### config.mk
export PLATFORM = sky130hd
export DESIGN_NAME = tis_top
export DESIGN_NICKNAME = d
export VERILOG_FILES = /design/src/design/tis_pkg.sv /design/src/design/tis_top.sv
export SDC_FILE = /design/constraint.sdc
export NUM_CORES = 1
export LEC_CHECK = 0
export ABC_AREA = 1
export BUFFER_PORTS_ARGS = -buffer_cell sky130_fd_sc_hd__buf_4
export CAP_MARGIN = 40
export CORE_MARGIN = 1.5
export CORE_UTILIZATION = 47
export CTS_BUF_LIST = sky130_fd_sc_hd__clkbuf_16
export DETAILED_ROUTE_END_ITERATION = 8
export PLACE_DENSITY = 0.83
export SYNTH_ARGS = -nofsm -noshare
export SYNTH_HDL_FRONTEND = slang
export SYNTH_SLANG_ARGS = --single-unit
export TNS_END_PERCENT = 30
### constraint.sdc
create_clock -name clk -period 1.7 [get_ports clk]
set_input_delay 0.085 -clock clk [delete_from_list [all_inputs] [get_ports clk]]
set_output_delay 0.085 -clock clk [all_outputs]
set_load 0.005 [all_outputs]
### src/design/tis_pkg.sv
// Constants and types for the timer interrupt enable and status block
`default_nettype none
package tis_pkg;
  localparam int TIS_NCH = 5;
  // Reset values
  localparam logic [7:0] TIS_EN_RST = 8'h40;
  localparam logic [7:0] TIS_ST_RST = 8'hC0;
  localparam logic [7:0] TIS_ST_ONES = 8'h40;
  // Field positions
  localparam int TIS_B_ADC = 7;
  localparam int TIS_B_DIR = 7;
  localparam int TIS_B_RSV = 6;
  localparam int TIS_B_UDF = 5;
  localparam int TIS_B_OVF = 4;
  localparam int TIS_B_D = 3;
  localparam int TIS_B_C = 2;
  localparam int TIS_B_B = 1;
  localparam int TIS_B_A = 0;
  localparam int TIS_FW = 6;
  // Per-channel writable enable bits, forced ones, implemented flags
  localparam logic [7:0] TIS_EN_WMASK [TIS_NCH] =
    '{8'h9F, 8'hB3, 8'hB3, 8'h9F, 8'h9F};
  localparam logic [7:0] TIS_EN_ONES [TIS_NCH] =
    '{8'h40, 8'h4C, 8'h4C, 8'h40, 8'h40};
  localparam logic [5:0] TIS_ST_FMASK [TIS_NCH] =
    '{6'h1F, 6'h33, 6'h33, 6'h1F, 6'h1F};
  localparam logic [4:0] TIS_HAS_DIR = 5'h1E;
  // Register map, byte addresses
  localparam logic [7:0] TIS_OFS_EN = 8'h00;
  localparam logic [7:0] TIS_OFS_ST = 8'h20;
  localparam logic [7:0] TIS_OFS_IRQ_ST = 8'h40;
  localparam logic [7:0] TIS_OFS_IRQ_MSK = 8'h44;
  // Event inputs from the counter logic, flag order matches the layout
  typedef struct packed {
    logic count_up;
    logic udf;
    logic ovf;
    logic cmp_d;
    logic cmp_c;
    logic cmp_b;
    logic cmp_a;
  } tis_evt_s;
  // Interrupt requests and transfer clears, same flag order
  typedef struct packed {
    logic udf;
    logic ovf;
    logic cmp_d;
    logic cmp_c;
    logic cmp_b;
    logic cmp_a;
  } tis_req_s;
  // Captured AHB address phase
  typedef struct packed {
    logic sel;
    logic wr;
    logic hi_ok;
    logic [7:0] addr;
  } tis_aphase_s;
endpackage : tis_pkg
`default_nettype wire

### src/design/tis_top.sv
// Timer interrupt enable and event flag registers with AHB-Lite access
`default_nettype none
module tis_top
  import tis_pkg::*;
(
  // Clock and resets
  input wire logic clk,
  input wire logic sys_rst,
  input wire logic manual_rst,
  input wire logic standby,
  // AHB-Lite slave
  input wire logic hsel,
  input wire logic [31:0] haddr,
  input wire logic [1:0] htrans,
  input wire logic hwrite,
  input wire logic [2:0] hsize,
  input wire logic [31:0] hwdata,
  input wire logic hready,
  output var logic hreadyout,
  output var logic hresp,
  output var logic [31:0] hrdata,
  // Timer events and transfer clears
  input wire tis_evt_s evt [TIS_NCH],
  input wire tis_req_s xfer_clr [TIS_NCH],
  // Requests
  output var tis_req_s irq_req [TIS_NCH],
  output var logic [TIS_NCH-1:0] adc_start,
  output var logic irq
);

  ////////////////////////////////////////////////////////////////////////
  function automatic logic [7:0] en_view(int ch, logic [7:0] v);
    en_view = (v & TIS_EN_WMASK[ch]) | TIS_EN_ONES[ch];
  endfunction : en_view

  function automatic logic [7:0] st_view(int ch, logic [5:0] f, logic d);
    st_view = {d | ~TIS_HAS_DIR[ch], 1'b1, f & TIS_ST_FMASK[ch]};
  endfunction : st_view

  ////////////////////////////////////////////////////////////////////////
  logic [7:0] en_q [TIS_NCH];
  logic [TIS_FW-1:0] fl_q [TIS_NCH];
  logic [TIS_FW-1:0] arm_q [TIS_NCH];
  logic [TIS_NCH-1:0] dir_q;
  tis_req_s req_q [TIS_NCH];
  logic [TIS_NCH-1:0] adc_q;
  logic [TIS_NCH-1:0] new_req;
  logic [TIS_NCH-1:0] ev_st_q;
  logic [TIS_NCH-1:0] ev_msk_q;
  logic irq_q;
  tis_aphase_s ap_q;
  logic hreadyout_q;
  logic [31:0] hrdata_q;
  logic [31:0] rd_val;

  // Bus phase tracking
  wire logic take = hsel & htrans[1] & hready;
  wire logic wr_go = ap_q.sel & ap_q.wr;
  // Reads take one wait state so a preceding write is already visible
  wire logic rd_go = ap_q.sel & ~ap_q.wr & ~hreadyout_q;
  wire logic [2:0] a_ch = ap_q.addr[4:2];
  wire logic ch_ok = ap_q.hi_ok && (a_ch < 3'(TIS_NCH))
    && (ap_q.addr[1:0] == 2'h0);
  wire logic hit_en = ch_ok && (ap_q.addr[7:5] == TIS_OFS_EN[7:5]);
  wire logic hit_st = ch_ok && (ap_q.addr[7:5] == TIS_OFS_ST[7:5]);
  wire logic hit_evst = ap_q.hi_ok && (ap_q.addr == TIS_OFS_IRQ_ST);
  wire logic hit_msk = ap_q.hi_ok && (ap_q.addr == TIS_OFS_IRQ_MSK);
  wire logic st_rst = sys_rst | standby;
  wire logic en_rst = sys_rst | manual_rst | standby;

  always_ff @(posedge clk) begin
    if (sys_rst) begin
      ap_q <= '0;
    end else if (hready) begin
      ap_q <= {take, hwrite, haddr[31:8] == 24'h0, haddr[7:0]};
    end
  end

  always_ff @(posedge clk) begin
    if (sys_rst) begin
      hreadyout_q <= 1'b1;
    end else begin
      hreadyout_q <= ~(take & ~hwrite);
    end
  end

  // Unmapped addresses read zero; writes there are dropped
  always_comb begin
    rd_val = 32'h0;
    if (hit_en) begin
      rd_val[7:0] = en_view(int'(a_ch), en_q[a_ch]);
    end else if (hit_st) begin
      rd_val[7:0] = st_view(int'(a_ch), fl_q[a_ch], dir_q[a_ch]);
    end else if (hit_evst) begin
      rd_val[TIS_NCH-1:0] = ev_st_q;
    end else if (hit_msk) begin
      rd_val[TIS_NCH-1:0] = ev_msk_q;
    end
  end

  always_ff @(posedge clk) begin
    if (sys_rst) begin
      hrdata_q <= 32'h0;
    end else if (rd_go) begin
      hrdata_q <= rd_val;
    end
  end

  ////////////////////////////////////////////////////////////////////////
  for (genvar ch = 0; ch < TIS_NCH; ch++) begin : g_ch
    wire logic sel_c = (a_ch == 3'(ch));
    wire logic wr_en_c = wr_go & hit_en & sel_c;
    wire logic wr_st_c = wr_go & hit_st & sel_c;
    wire logic rd_st_c = rd_go & hit_st & sel_c;
    wire logic [TIS_FW-1:0] set_c = evt[ch][TIS_FW-1:0] & TIS_ST_FMASK[ch];
    wire logic [TIS_FW-1:0] clr_sw = wr_st_c ?
      (~hwdata[TIS_FW-1:0] & arm_q[ch]) : '0;
    wire logic [TIS_FW-1:0] clr_c = clr_sw | xfer_clr[ch];
    wire logic [TIS_FW-1:0] fl_d = (fl_q[ch] & ~clr_c) | set_c;
    wire logic [TIS_FW-1:0] arm_d =
      (rd_st_c ? (arm_q[ch] | fl_q[ch]) : arm_q[ch]) & fl_d;
    wire logic [7:0] en_d = wr_en_c ?
      ((hwdata[7:0] & TIS_EN_WMASK[ch]) | TIS_EN_RST) : en_q[ch];
    wire tis_req_s req_d = fl_q[ch] & en_q[ch][TIS_FW-1:0];
    // direction, fixed one on channel 0
    wire logic dir_d = TIS_HAS_DIR[ch] ? evt[ch].count_up : 1'b1;

    always_ff @(posedge clk) begin
      if (en_rst) begin
        en_q[ch] <= TIS_EN_RST;
      end else begin
        en_q[ch] <= en_d;
      end
    end

    always_ff @(posedge clk) begin
      if (st_rst) begin
        fl_q[ch] <= TIS_ST_RST[TIS_FW-1:0];
        arm_q[ch] <= '0;
        dir_q[ch] <= TIS_ST_RST[TIS_B_DIR];
      end else begin
        fl_q[ch] <= fl_d;
        arm_q[ch] <= arm_d;
        dir_q[ch] <= dir_d;
      end
    end

    // Requests fall on manual reset through the enables a cycle later
    always_ff @(posedge clk) begin
      if (st_rst) begin
        req_q[ch] <= '0;
        adc_q[ch] <= 1'b0;
      end else begin
        req_q[ch] <= req_d;
        adc_q[ch] <= en_q[ch][TIS_B_ADC] & evt[ch].cmp_a;
      end
    end

    assign new_req[ch] = |(req_d & ~req_q[ch]);
    assign irq_req[ch] = req_q[ch];

    a_en_reset_val: assert property (@(posedge clk)
      en_rst |=> en_q[ch] == TIS_EN_RST)
      else $error("enable register not at reset value");

    a_en_fixed_bits: assert property (@(posedge clk)
      disable iff (sys_rst)
      (en_q[ch] & ~TIS_EN_WMASK[ch]) == TIS_EN_RST)
      else $error("read-only enable bits changed");

    a_adc_gate: assert property (@(posedge clk)
      disable iff (sys_rst)
      !st_rst ##0 $stable(en_q[ch]) |=>
      adc_q[ch] == ($past(en_q[ch][TIS_B_ADC]) && $past(evt[ch].cmp_a)))
      else $error("ADC start not gated by enable");

    a_req_gate: assert property (@(posedge clk)
      disable iff (st_rst)
      (fl_q[ch][TIS_B_OVF] && en_q[ch][TIS_B_OVF]) ##1 !st_rst
      |-> req_q[ch].ovf)
      else $error("overflow request missing");

    a_flag_set: assert property (@(posedge clk)
      disable iff (st_rst)
      evt[ch].cmp_a ##1 !st_rst |-> fl_q[ch][TIS_B_A])
      else $error("compare A event lost");

    a_no_write_set: assert property (@(posedge clk)
      disable iff (st_rst)
      wr_st_c && set_c == '0 |=> (fl_q[ch] & ~$past(fl_q[ch])) == '0)
      else $error("write set a flag");

    a_clear_armed: assert property (@(posedge clk)
      disable iff (st_rst)
      fl_q[ch][TIS_B_A] && !arm_q[ch][TIS_B_A] && !xfer_clr[ch].cmp_a
      |=> fl_q[ch][TIS_B_A] || st_rst)
      else $error("flag cleared without prior read");

    a_manual_keep: assert property (@(posedge clk)
      disable iff (st_rst)
      manual_rst && !wr_st_c && xfer_clr[ch] == '0
      |=> (($past(fl_q[ch]) & ~fl_q[ch]) == '0) || st_rst)
      else $error("manual reset disturbed flags");

    a_dir_track: assert property (@(posedge clk)
      disable iff (st_rst)
      1'b1 ##1 !st_rst |-> dir_q[ch] ==
      (TIS_HAS_DIR[ch] ? $past(evt[ch].count_up) : 1'b1))
      else $error("direction bit wrong");
  end

  ////////////////////////////////////////////////////////////////////////
  // Summary interrupt: new request events, write one to clear
  wire logic [TIS_NCH-1:0] ev_clr = (wr_go & hit_evst) ?
    hwdata[TIS_NCH-1:0] : '0;

  always_ff @(posedge clk) begin
    if (st_rst) begin
      ev_st_q <= '0;
      ev_msk_q <= '0;
      irq_q <= 1'b0;
    end else begin
      ev_st_q <= (ev_st_q & ~ev_clr) | new_req;
      ev_msk_q <= (wr_go & hit_msk) ? hwdata[TIS_NCH-1:0] : ev_msk_q;
      irq_q <= |(ev_st_q & ev_msk_q);
    end
  end

  a_bit6_reads: assert property (@(posedge clk)
    disable iff (sys_rst)
    rd_go && (hit_en || hit_st) |=> hrdata_q[TIS_B_RSV] && hreadyout_q)
    else $error("bit 6 did not read one");

  a_irq_level: assert property (@(posedge clk)
    disable iff (st_rst)
    1'b1 ##1 !st_rst |-> irq_q == $past(|(ev_st_q & ev_msk_q)))
    else $error("interrupt output wrong");

  assign hreadyout = hreadyout_q;
  assign hresp = 1'b0;
  assign hrdata = hrdata_q;
  assign adc_start = adc_q;
  assign irq = irq_q;
endmodule : tis_top
`default_nettype wire

* Word level (Yosys, flattened, before mapping)
Memories as Yosys holds them, arrays and structs flattened. A register that Yosys moved wholly into a read port is not among the register bits.
Index checks and enable logic that the tools add are counted.
** Storage, ports and cells
- Word-level logic and storage cells :: 234
- Output and inout bits :: 70
- Memories :: 8
- Register bits after elaboration :: 40
- RAM bits :: 130
- Memory bits (read-only) :: 184
** Memory list
- (no name shown) :: words 8, width 8, rd ports 1, clocked after memory_dff 0, write ports 0, RTL line tis_top.sv:33 : en_view = (v & TIS_EN_WMASK[ch]) | TIS_EN_ONES[ch];
- (no name shown) :: words 8, width 8, rd ports 1, clocked after memory_dff 0, write ports 0, RTL line tis_top.sv:33
- (no name shown) :: words 8, width 6, rd ports 1, clocked after memory_dff 0, write ports 0, RTL line tis_top.sv:37 : st_view = {d | ~TIS_HAS_DIR[ch], 1'b1, f & TIS_ST_FMASK[ch]};
- en_q :: words 5, width 8, rd ports 6, clocked after memory_dff 1, write ports 5, RTL line tis_top.sv:41 : logic [7:0] en_q [TIS_NCH];
- arm_q :: words 5, width 6, rd ports 5, clocked after memory_dff 0, write ports 5, RTL line tis_top.sv:43 : logic [TIS_FW-1:0] arm_q [TIS_NCH];
- fl_q :: words 5, width 6, rd ports 6, clocked after memory_dff 1, write ports 5, RTL line tis_top.sv:42 : logic [TIS_FW-1:0] fl_q [TIS_NCH];
- 2 more memories
** Operators by class
- Multiplexer cells :: 62
- Reductions and logical operators :: 16
- Bitwise operators :: 119
- Magnitude comparators :: 4
- Eq/ne operators :: 7
** Operators by type and width (count)
- 6-bit two-way mux :: 27
- 6-bit AND :: 26
- 8-bit two-way mux :: 15
- 6-bit OR :: 12
- 6-bit NOT :: 11
- 32-bit by 4-bit >= comparator with 1-bit output (second input constant) :: 1
- 3-bit NOT with 32-bit output :: 1
- 1-bit AND :: 31
- 6-bit OR reduction :: 5
- 24-bit logical NOT :: 1
- 1-bit OR :: 24
- 3-bit two-way mux :: 7
- 5-bit two-way mux :: 4
- 6-bit by 5-bit OR with 6-bit output :: 3
- 8-bit by 7-bit == test with 1-bit output (second input constant) :: 2
- 5-bit AND :: 2
- 8-bit AND :: 1
- 3-bit by 4-bit < comparator with 1-bit output (second input constant) :: 2
- 1-bit two-way mux :: 8
- 8-bit OR :: 1
- 3-bit by 1-bit == test with 1-bit output (second input constant) :: 2
- 3-bit by 2-bit == test with 1-bit output (second input constant) :: 2
- 1-bit logical AND :: 6
- 3-bit logical NOT :: 2
- 8 further kinds :: 12

* Logic depth before layout (Yosys ltp)
Gate-level depths: netlist (run 1).
- Word-level depth :: 13
- Depth in mapped cells :: 12
- Mapped depth without buffers :: 11

* Worst setup path after synthesis (run 1)
No wires, ideal clock.
- Path kind :: reg2reg
- Start :: reg ap_q, in the netlist a_ch[1]
- End :: reg ev_msk_q[3]
- Arrival :: 1.555 ns
- Required time :: 1.579 ns
- Setup slack :: 0.024 ns
- Period minus slack after synthesis :: 1.676 ns
- Cell stages (with the launch flop) :: 10
- Cell sequence :: dfxtp_1 inv_1 ha_1 inv_1 nor2_2 inv_1 nor3_4 nand2_1 o21ai_0 a21oi_1
** Between the ends
- Word-level cells in the longest chain between the ends :: 3
** RTL lines
- start, declared :: RTL line tis_top.sv:51 : tis_aphase_s ap_q;
- start signal, assigned :: RTL line tis_top.sv:75 : ap_q <= {take, hwrite, haddr[31:8] == 24'h0, haddr[7:0]};
- 8-bit by 7-bit == test with 1-bit output :: RTL line tis_top.sv:67 : wire logic hit_msk = ap_q.hi_ok && (ap_q.addr == TIS_OFS_IRQ_MSK);
- 1-bit logical AND :: RTL line tis_top.sv:67
- 1-bit AND :: RTL line tis_top.sv:224 : ev_msk_q <= (wr_go & hit_msk) ? hwdata[TIS_NCH-1:0] : ev_msk_q;
- end signal, assigned :: RTL line tis_top.sv:224
- end, declared :: RTL line tis_top.sv:49 : logic [TIS_NCH-1:0] ev_msk_q;
Every way passes these cells.
A chain may end at the register's enable or synchronous reset.

==> out/summary.txt, run 1 <==
status: finished with violations
violated checks: DRC, setup timing
Synth top area share: 0.435
Achievable Freq: 0.587 GHz
WL final: 21,900 um
Hold WS: 0.0100 ns
Final setup viols: 2
slew margin rel.: 0.601
max incr delay on CP: 0.37 ns
Ant. Diodes: 0
dpl ws: -0.0378 ns
CTS Buf Count: 17
post-route ant nets: 0
Clock Power Share: 0.435
worst slew pin tran: 0.593 ns
area leader, netlist: dfxtp_1
Pre-antenna DRT Iters: 9
CP Cell Sequence: inv_1 -> ha_2 -> nand2_1 -> clkinvlp_4 -> buf_4 -> buf_4 -> nand3_1 -> a21oi_1
MaxCap Viol Count: 0
wl on met1: 8890 um
Final period util: 1.00
CTS tree: done
Net Switching: 2.11 mW
port bufs: 141
WL/cell: 15.5 um
Final Cell Area: 0.00961 mm2
Synth Register Bits: 155
Top Layer Used: met4
Rows: 44
Internal: 5.96 mW
dpl cell area: 0.00844 mm2
GPL Wtd Cong: 0.961
Final Max Slew Viols: 0
EDFF count, synth: 0
initial antenna violation count: 0
total track usage: 0.278
Leak: 4.27 nW
CTS Sinks: 155
R2R depth: 8
Sw Share: 0.261
largest net degree at the start of global routing: 32
CTS max path bufs: 2
DR vias: 7,265
CP max FO: 7
dpl cells: 1,323
RSZ-0062 raised after global routing: true
Synth Cell Area: 0.00713 mm2
hold path depth: 5
Remaining Overflow, GRT: 0
Critical Path Start Type: register
share of layout cells above drive strength 1: 0.226
number of global-route vias before repair: 6,823
Seq/Total Area, Yosys: 0.435
worst hold-check path type: in -> reg
Chip Height: 126 um
Most used DFF post-synth: dfxtp_1
# fillers: 1,194
core box area: 0.0146 mm2
Crit Path Class: reg -> reg
die area: 0.0159 mm2
Worst EP required: 2.00 ns
H-tree depth: 4
Post-Syn Instances: 993
Max stage delay cell, worst path: dfxtp_2
Fin. Hold Viols: 0
Met2 Wirelength: 10,400 um
critical path's most frequent cell: buf_4
die width: 126 um
Pwr Total: 8.07 mW
DR vias/cell: 5.15
Reg clk slew, reported paths: 0.07 ns
Nets: 1,359
Async SR Flop Fraction: 0
Worst VDD drop: 0.000682 V
CP Data Arrival Time: 2.01 ns
DP Wirelength: 15,100 um
IO Pins: 211
Pwr per Cell Area: 840 mW/mm2
worst skew pair latency: 0.43 ns
Initial Utilization: 0.487
setup ws final: -0.00346 ns
sequential share of power: 0.461
YS warnings: 0
Crit. End Element: register
drt drc: 13
ranking of synthesized cells by area: dfxtp_1, nand2_1, inv_1, nor2_1, a21oi_1
Final min period: 1.70 ns
met3 wire len: 1730 um
post-route clock skew: 0.00945 ns
Comb power frac: 0.104
synthesized area per cell: 7.18 um2
first-pass GRT wire length: 34,600 um
Area growth syn-to-layout: 34.9%
root cell of the clock tree: clkbuf_16
post-synth cell types: 40
Final Non-Filler Cells: 1,411
Iteration-0 DRC Markers: 691
==> path summary, 6_finish.rpt <==
kind,startpoint,end,slack [ns]
setup / recovery,a_ch[0],en_q[0][0],-0.003
hold / removal,evt[25],fl_q[1][4],0.01
setup reg to reg,a_ch[0],en_q[0][0],-0.003
hold reg to reg,en_q[2][0],req_q[2][0],0.46
==> power groups by stage <==
stage	Sequential, mW	Combinational, mW	Clock, mW
after floorplan	3.79	0.404	0
after global placement	3.80	0.688	0
after detailed placement	3.80	0.696	0
after CTS	3.72	0.798	3.52
after global routing	3.73	0.908	3.72
final	3.72	0.836	3.51
==> cells by family after synthesis <==
kind of cell,after synthesis,synth area share
flip-flops,155,0.435
adder cells (fa/ha/maj),4,0.00702
buffers and inverters,228,0.143
other,1,0.000526
AND/OR/NAND/NOR,448,0.287
AO/OA/AOI/OAI,157,0.127
==> what timing repair did <==
action,CTS,global route
hold buffers,54,0
cloned,0,0
gates resized for setup,1,29
setup buffers,0,2
endpoints found under the hold margin,76,0
setup endpoints to repair,14,93
pin swaps,0,6
==> sequential cells by signal, indices dropped and copies added, names as in the netlist, 8 cells and up, named ones only <==
name    cells
ap_q        8
fl_q       30
en_q       28
hrdata      8
arm_q      30
req_q      23
==> synth_stat cells (8+ instances only) <==
master / number
nor2_2: 9
nand4_1: 8
nor2_1: 132
nor3_1: 41
nand2_1: 155
a211oi_1: 24
o21ai_0: 42
a21oi_1: 69
dfxtp_1: 155
nand3_1: 63
inv_1: 153
clkbuf_1: 20
buf_4: 37
==> stage by stage <==
stage / setup TNS (ns) / util
after CTS: -0.266 / 0.650
after global placement: 0 / 0.576
after floorplan: 0 / -
after detailed placement: -0.182 / 0.576
final: -0.00555 / 0.656
after global routing: -0.915 / 0.656
==> final cells by class <==
class | count | area, um2 | area share
tap | 184 | 230 | 0.0240
inverter | 160 | 604 | 0.0629
timing repair buffer | 239 | 1950 | 0.203
clock buffer | 17 | 425 | 0.0443
sequential | 155 | 3110 | 0.323
multi-input combinational | 641 | 3180 | 0.331
clock inverter | 15 | 116 | 0.0121
==> cells in the final DEF (no fill, tap or decap), types with 38 or more instances in the layout <==
master,instances
a21oi_1,68
buf_4,182
dfxtp_1,153
dlygate4sd3_1,54
inv_1,149
nand2_1,150
nand3_1,63
nor2_1,131
nor3_1,38
o21ai_0,38
==> metal layers <==
layer | track usage | vias to the layer above
li1 | - | 3549
met4 | 0.131 | 0
met2 | 0.463 | 357
met1 | 0.345 | 3293
met3 | 0.0612 | 66
met5 | 0 | -
==> worst max-delay path, delay by kind of cell (launching register included) <==
| family | cells | cell delay, ns |
|---|---|---|
| buf+inv | 4 | 0.66 |
| flops | 1 | 0.37 |
| simple gates | 2 | 0.26 |
| fa+ha+maj | 1 | 0.22 |
| compound gates | 1 | 0.06 |
Power figures use the tool's default switching activity.
==> run 2: changes to the inputs <==
--- a/config.mk
+++ b/config.mk
@@ -6,7 +6,7 @@
 export NUM_CORES = 1
 export LEC_CHECK = 0
 export ABC_AREA = 1
-export BUFFER_PORTS_ARGS = -buffer_cell sky130_fd_sc_hd__buf_4
+export BUFFER_PORTS_ARGS = -buffer_cell sky130_fd_sc_hd__buf_2
 export CAP_MARGIN = 40
 export CORE_MARGIN = 1.5
 export CORE_UTILIZATION = 47
@@ -16,4 +16,4 @@
 export SYNTH_ARGS = -nofsm -noshare
 export SYNTH_HDL_FRONTEND = slang
 export SYNTH_SLANG_ARGS = --single-unit
-export TNS_END_PERCENT = 30
+export TNS_END_PERCENT = 50
==> run 2 against run 1 <==
Against the previous run:
- largest cell class unchanged
- sequential share of layout area up 1.4 points
- fmax up 2.2%
- the flow finishes with violations (DRC)
- setup slack better by 0.037 ns
- highest routed layer unchanged
- critical path type unchanged
==> out/summary.txt, run 2 (same netlist as run 1, synthesis figures left out) <==
WL/cell: 14.8 um (was 15.5 um)
Pwr per Cell Area: 879 mW/mm2 (was 840 mW/mm2)
total track usage: 0.263 (was 0.278)
Worst VDD drop: 0.000664 V (was 0.000682 V)
Critical Path Start Type: register (unchanged)
worst slew pin tran: 0.532 ns (was 0.593 ns)
H-tree depth: 4 (unchanged)
Reg clk slew, reported paths: 0.06 ns (was 0.07 ns)
die area: 0.0159 mm2 (unchanged)
Initial Utilization: 0.487 (unchanged)
Remaining Overflow, GRT: 0 (unchanged)
core box area: 0.0146 mm2 (unchanged)
drt drc: 16 (was 13)
post-CTS setup buffer count: 0 (unchanged)
DR vias: 7,051 (was 7,265)
post-route clock skew: 0.00964 ns (was 0.00945 ns)
WL final: 20,800 um (was 21,900 um)
dpl ws: 0.00239 ns (was -0.0378 ns)
CP max FO: 11 (was 7)
Final min period: 1.67 ns (was 1.70 ns)
root cell of the clock tree: clkbuf_16 (unchanged)
hold path depth: 6 (was 5)
CTS max path bufs: 2 (unchanged)
Hold WS: 0.0110 ns (was 0.0100 ns)
DR vias/cell: 5.03 (was 5.15)
most frequent cells in the layout: inv_1, dfxtp_1, nand2_1, buf_2, nor2_1 (was buf_4, dfxtp_1, nand2_1, inv_1, nor2_1)
RSZ-0062 raised after global routing: true (unchanged)
R2R setup slack: 0.03 ns (was -0.003 ns)
worst hold-check path type: in -> reg (unchanged)
Crit. End Element: register (unchanged)
dpl cells: 1,320 (was 1,323)
Final period util: 0.980 (was 1.00)
hold path start: xfer_clr[10] (was evt[25])
initial antenna violation count: 0 (unchanged)
setup ws final: 0.0332 ns (was -0.00346 ns)
Final setup viols: 0 (was 2)
worst skew pair latency: 0.42 ns (was 0.43 ns)
post-route ant nets: 0 (unchanged)
Achievable Freq: 0.600 GHz (was 0.587 GHz)
CTS tree: done (unchanged)
GPL Wtd Cong: 0.930 (was 0.961)
Nets: 1,351 (was 1,359)
Crit Path Class: reg -> reg (unchanged)
R2R depth: 9 (was 8)
Rows: 44 (unchanged)
status: finished with violations (unchanged)
Final Max Slew Viols: 0 (unchanged)
CTS Buf Count: 17 (unchanged)
reg-to-reg endpoint: arm_q[0][5] (was en_q[0][0])
CP Data Arrival Time: 1.98 ns (was 2.01 ns)
number of global-route vias before repair: 6,659 (was 6,823)
Ant. Diodes: 0 (unchanged)
violated checks: DRC (was DRC, setup timing)
Leak: 4.19 nW (was 4.27 nW)
first-pass GRT wire length: 32,600 um (was 34,600 um)
largest net degree at the start of global routing: 38 (was 32)
RR Startpoint: ap_q[6] (was a_ch[0])
Iteration-0 DRC Markers: 490 (was 691)
Area growth syn-to-layout: 29.4% (was 34.9%)
slew margin rel.: 0.642 (was 0.601)
Hold Path End: fl_q[3][4] (was fl_q[1][4])
Fin. Hold Viols: 0 (unchanged)
Final Non-Filler Cells: 1,402 (was 1,411)
crit path launch: ap_q[6] (was a_ch[0])
MaxCap Viol Count: 0 (unchanged)
port bufs: 141 (unchanged)
Pre-antenna DRT Iters: 9 (unchanged)
DP Wirelength: 14,900 um (was 15,100 um)
die width: 126 um (unchanged)
share of layout cells above drive strength 1: 0.217 (was 0.226)
Chip Height: 126 um (unchanged)
Worst EP required: 2.02 ns (was 2.00 ns)
Largest regs: arm_q (30), fl_q (30), en_q (28) (unchanged)
IO Pins: 211 (unchanged)
CTS Sinks: 155 (unchanged)
run 2: cell types whose count changed in the layout (fill, tap and decap cells not counted), moves of 3 or more:
cell	delta
inv_6	-3
nand2_2	-3
buf_2	+140
dlygate4sd3_1	-3
inv_1	+4
buf_4	-146
o21ai_0	+4
nor2_2	+4
run 2: repair_timing:
item,4_1_cts,5_1_grt
hold buffers,52,0
endpoints found under the hold margin,74,0
pin swaps,0,3
resized for setup,3,19
setup endpoints to repair,4,91
run 2: final cells by class:
| cell class | count | area, um2 |
|---|---|---|
| Clock buffer | 17 | 425 |
| Clock inverter | 14 | 134 |
| Fill cell | 1250 | 5420 |
| Inverter | 160 | 608 |
| Multi-Input combinational cell | 641 | 3170 |
| Sequential cell | 155 | 3110 |
| Tap cell | 184 | 230 |
| Timing Repair Buffer | 231 | 1550 |
run 2: where the power goes:
part           switching, mW  leakage [nW]  total [mW]  internal [mW]
logic                  0.432          2.65       0.743          0.311
clock network           1.51         0.276        3.64           2.13
registers             0.0399          1.26        3.73           3.69
run 2: worst max path at each step:
| stage | to |
|---|---|
| global placement | ev_msk_q[3] |
| finish | arm_q[0][5] |
| floorplan | ev_msk_q[3] |
| CTS | en_q[0][2] |
| detailed placement | arm_q[4][5] |
| global route | arm_q[1][0] |
run 2: routing by layer:
layer / part of all wire / GRT usage / vias to the layer above / routed length, um
li1: - / - / 3527 / -
met1: 0.42 / 0.317 / 3155 / 8690
met2: 0.47 / 0.448 / 315 / 9770
met3: 0.075 / 0.0595 / 54 / 1550
met4: 0.037 / 0.121 / 0 / 758
met5: 0 / 0 / - / 0
run 2: through the flow:
stage / cell area (um2) / total power [mW] / setup TNS [ns] / util
floorplan: 7240 / 4.19 / 0 / -
global route: 9220 / 8.37 / -1.55 / 0.630
detailed placement: 8090 / 4.42 / 0 / 0.552
global placement: 8090 / 4.41 / 0 / 0.552
CTS: 9180 / 8.10 / 0 / 0.627
finish: 9220 / 8.11 / 0 / 0.630
run 2: worst max-delay path: stages, from the launching register on:
cell and delay (ns):
dfxtp_1 0.34, nor3_1 0.23, buf_4 0.17, nand2_4 0.06
nor2_4 0.15, buf_4 0.23, inv_2 0.08, nor3_2 0.14
nor2_2 0.06, o21a_1 0.10
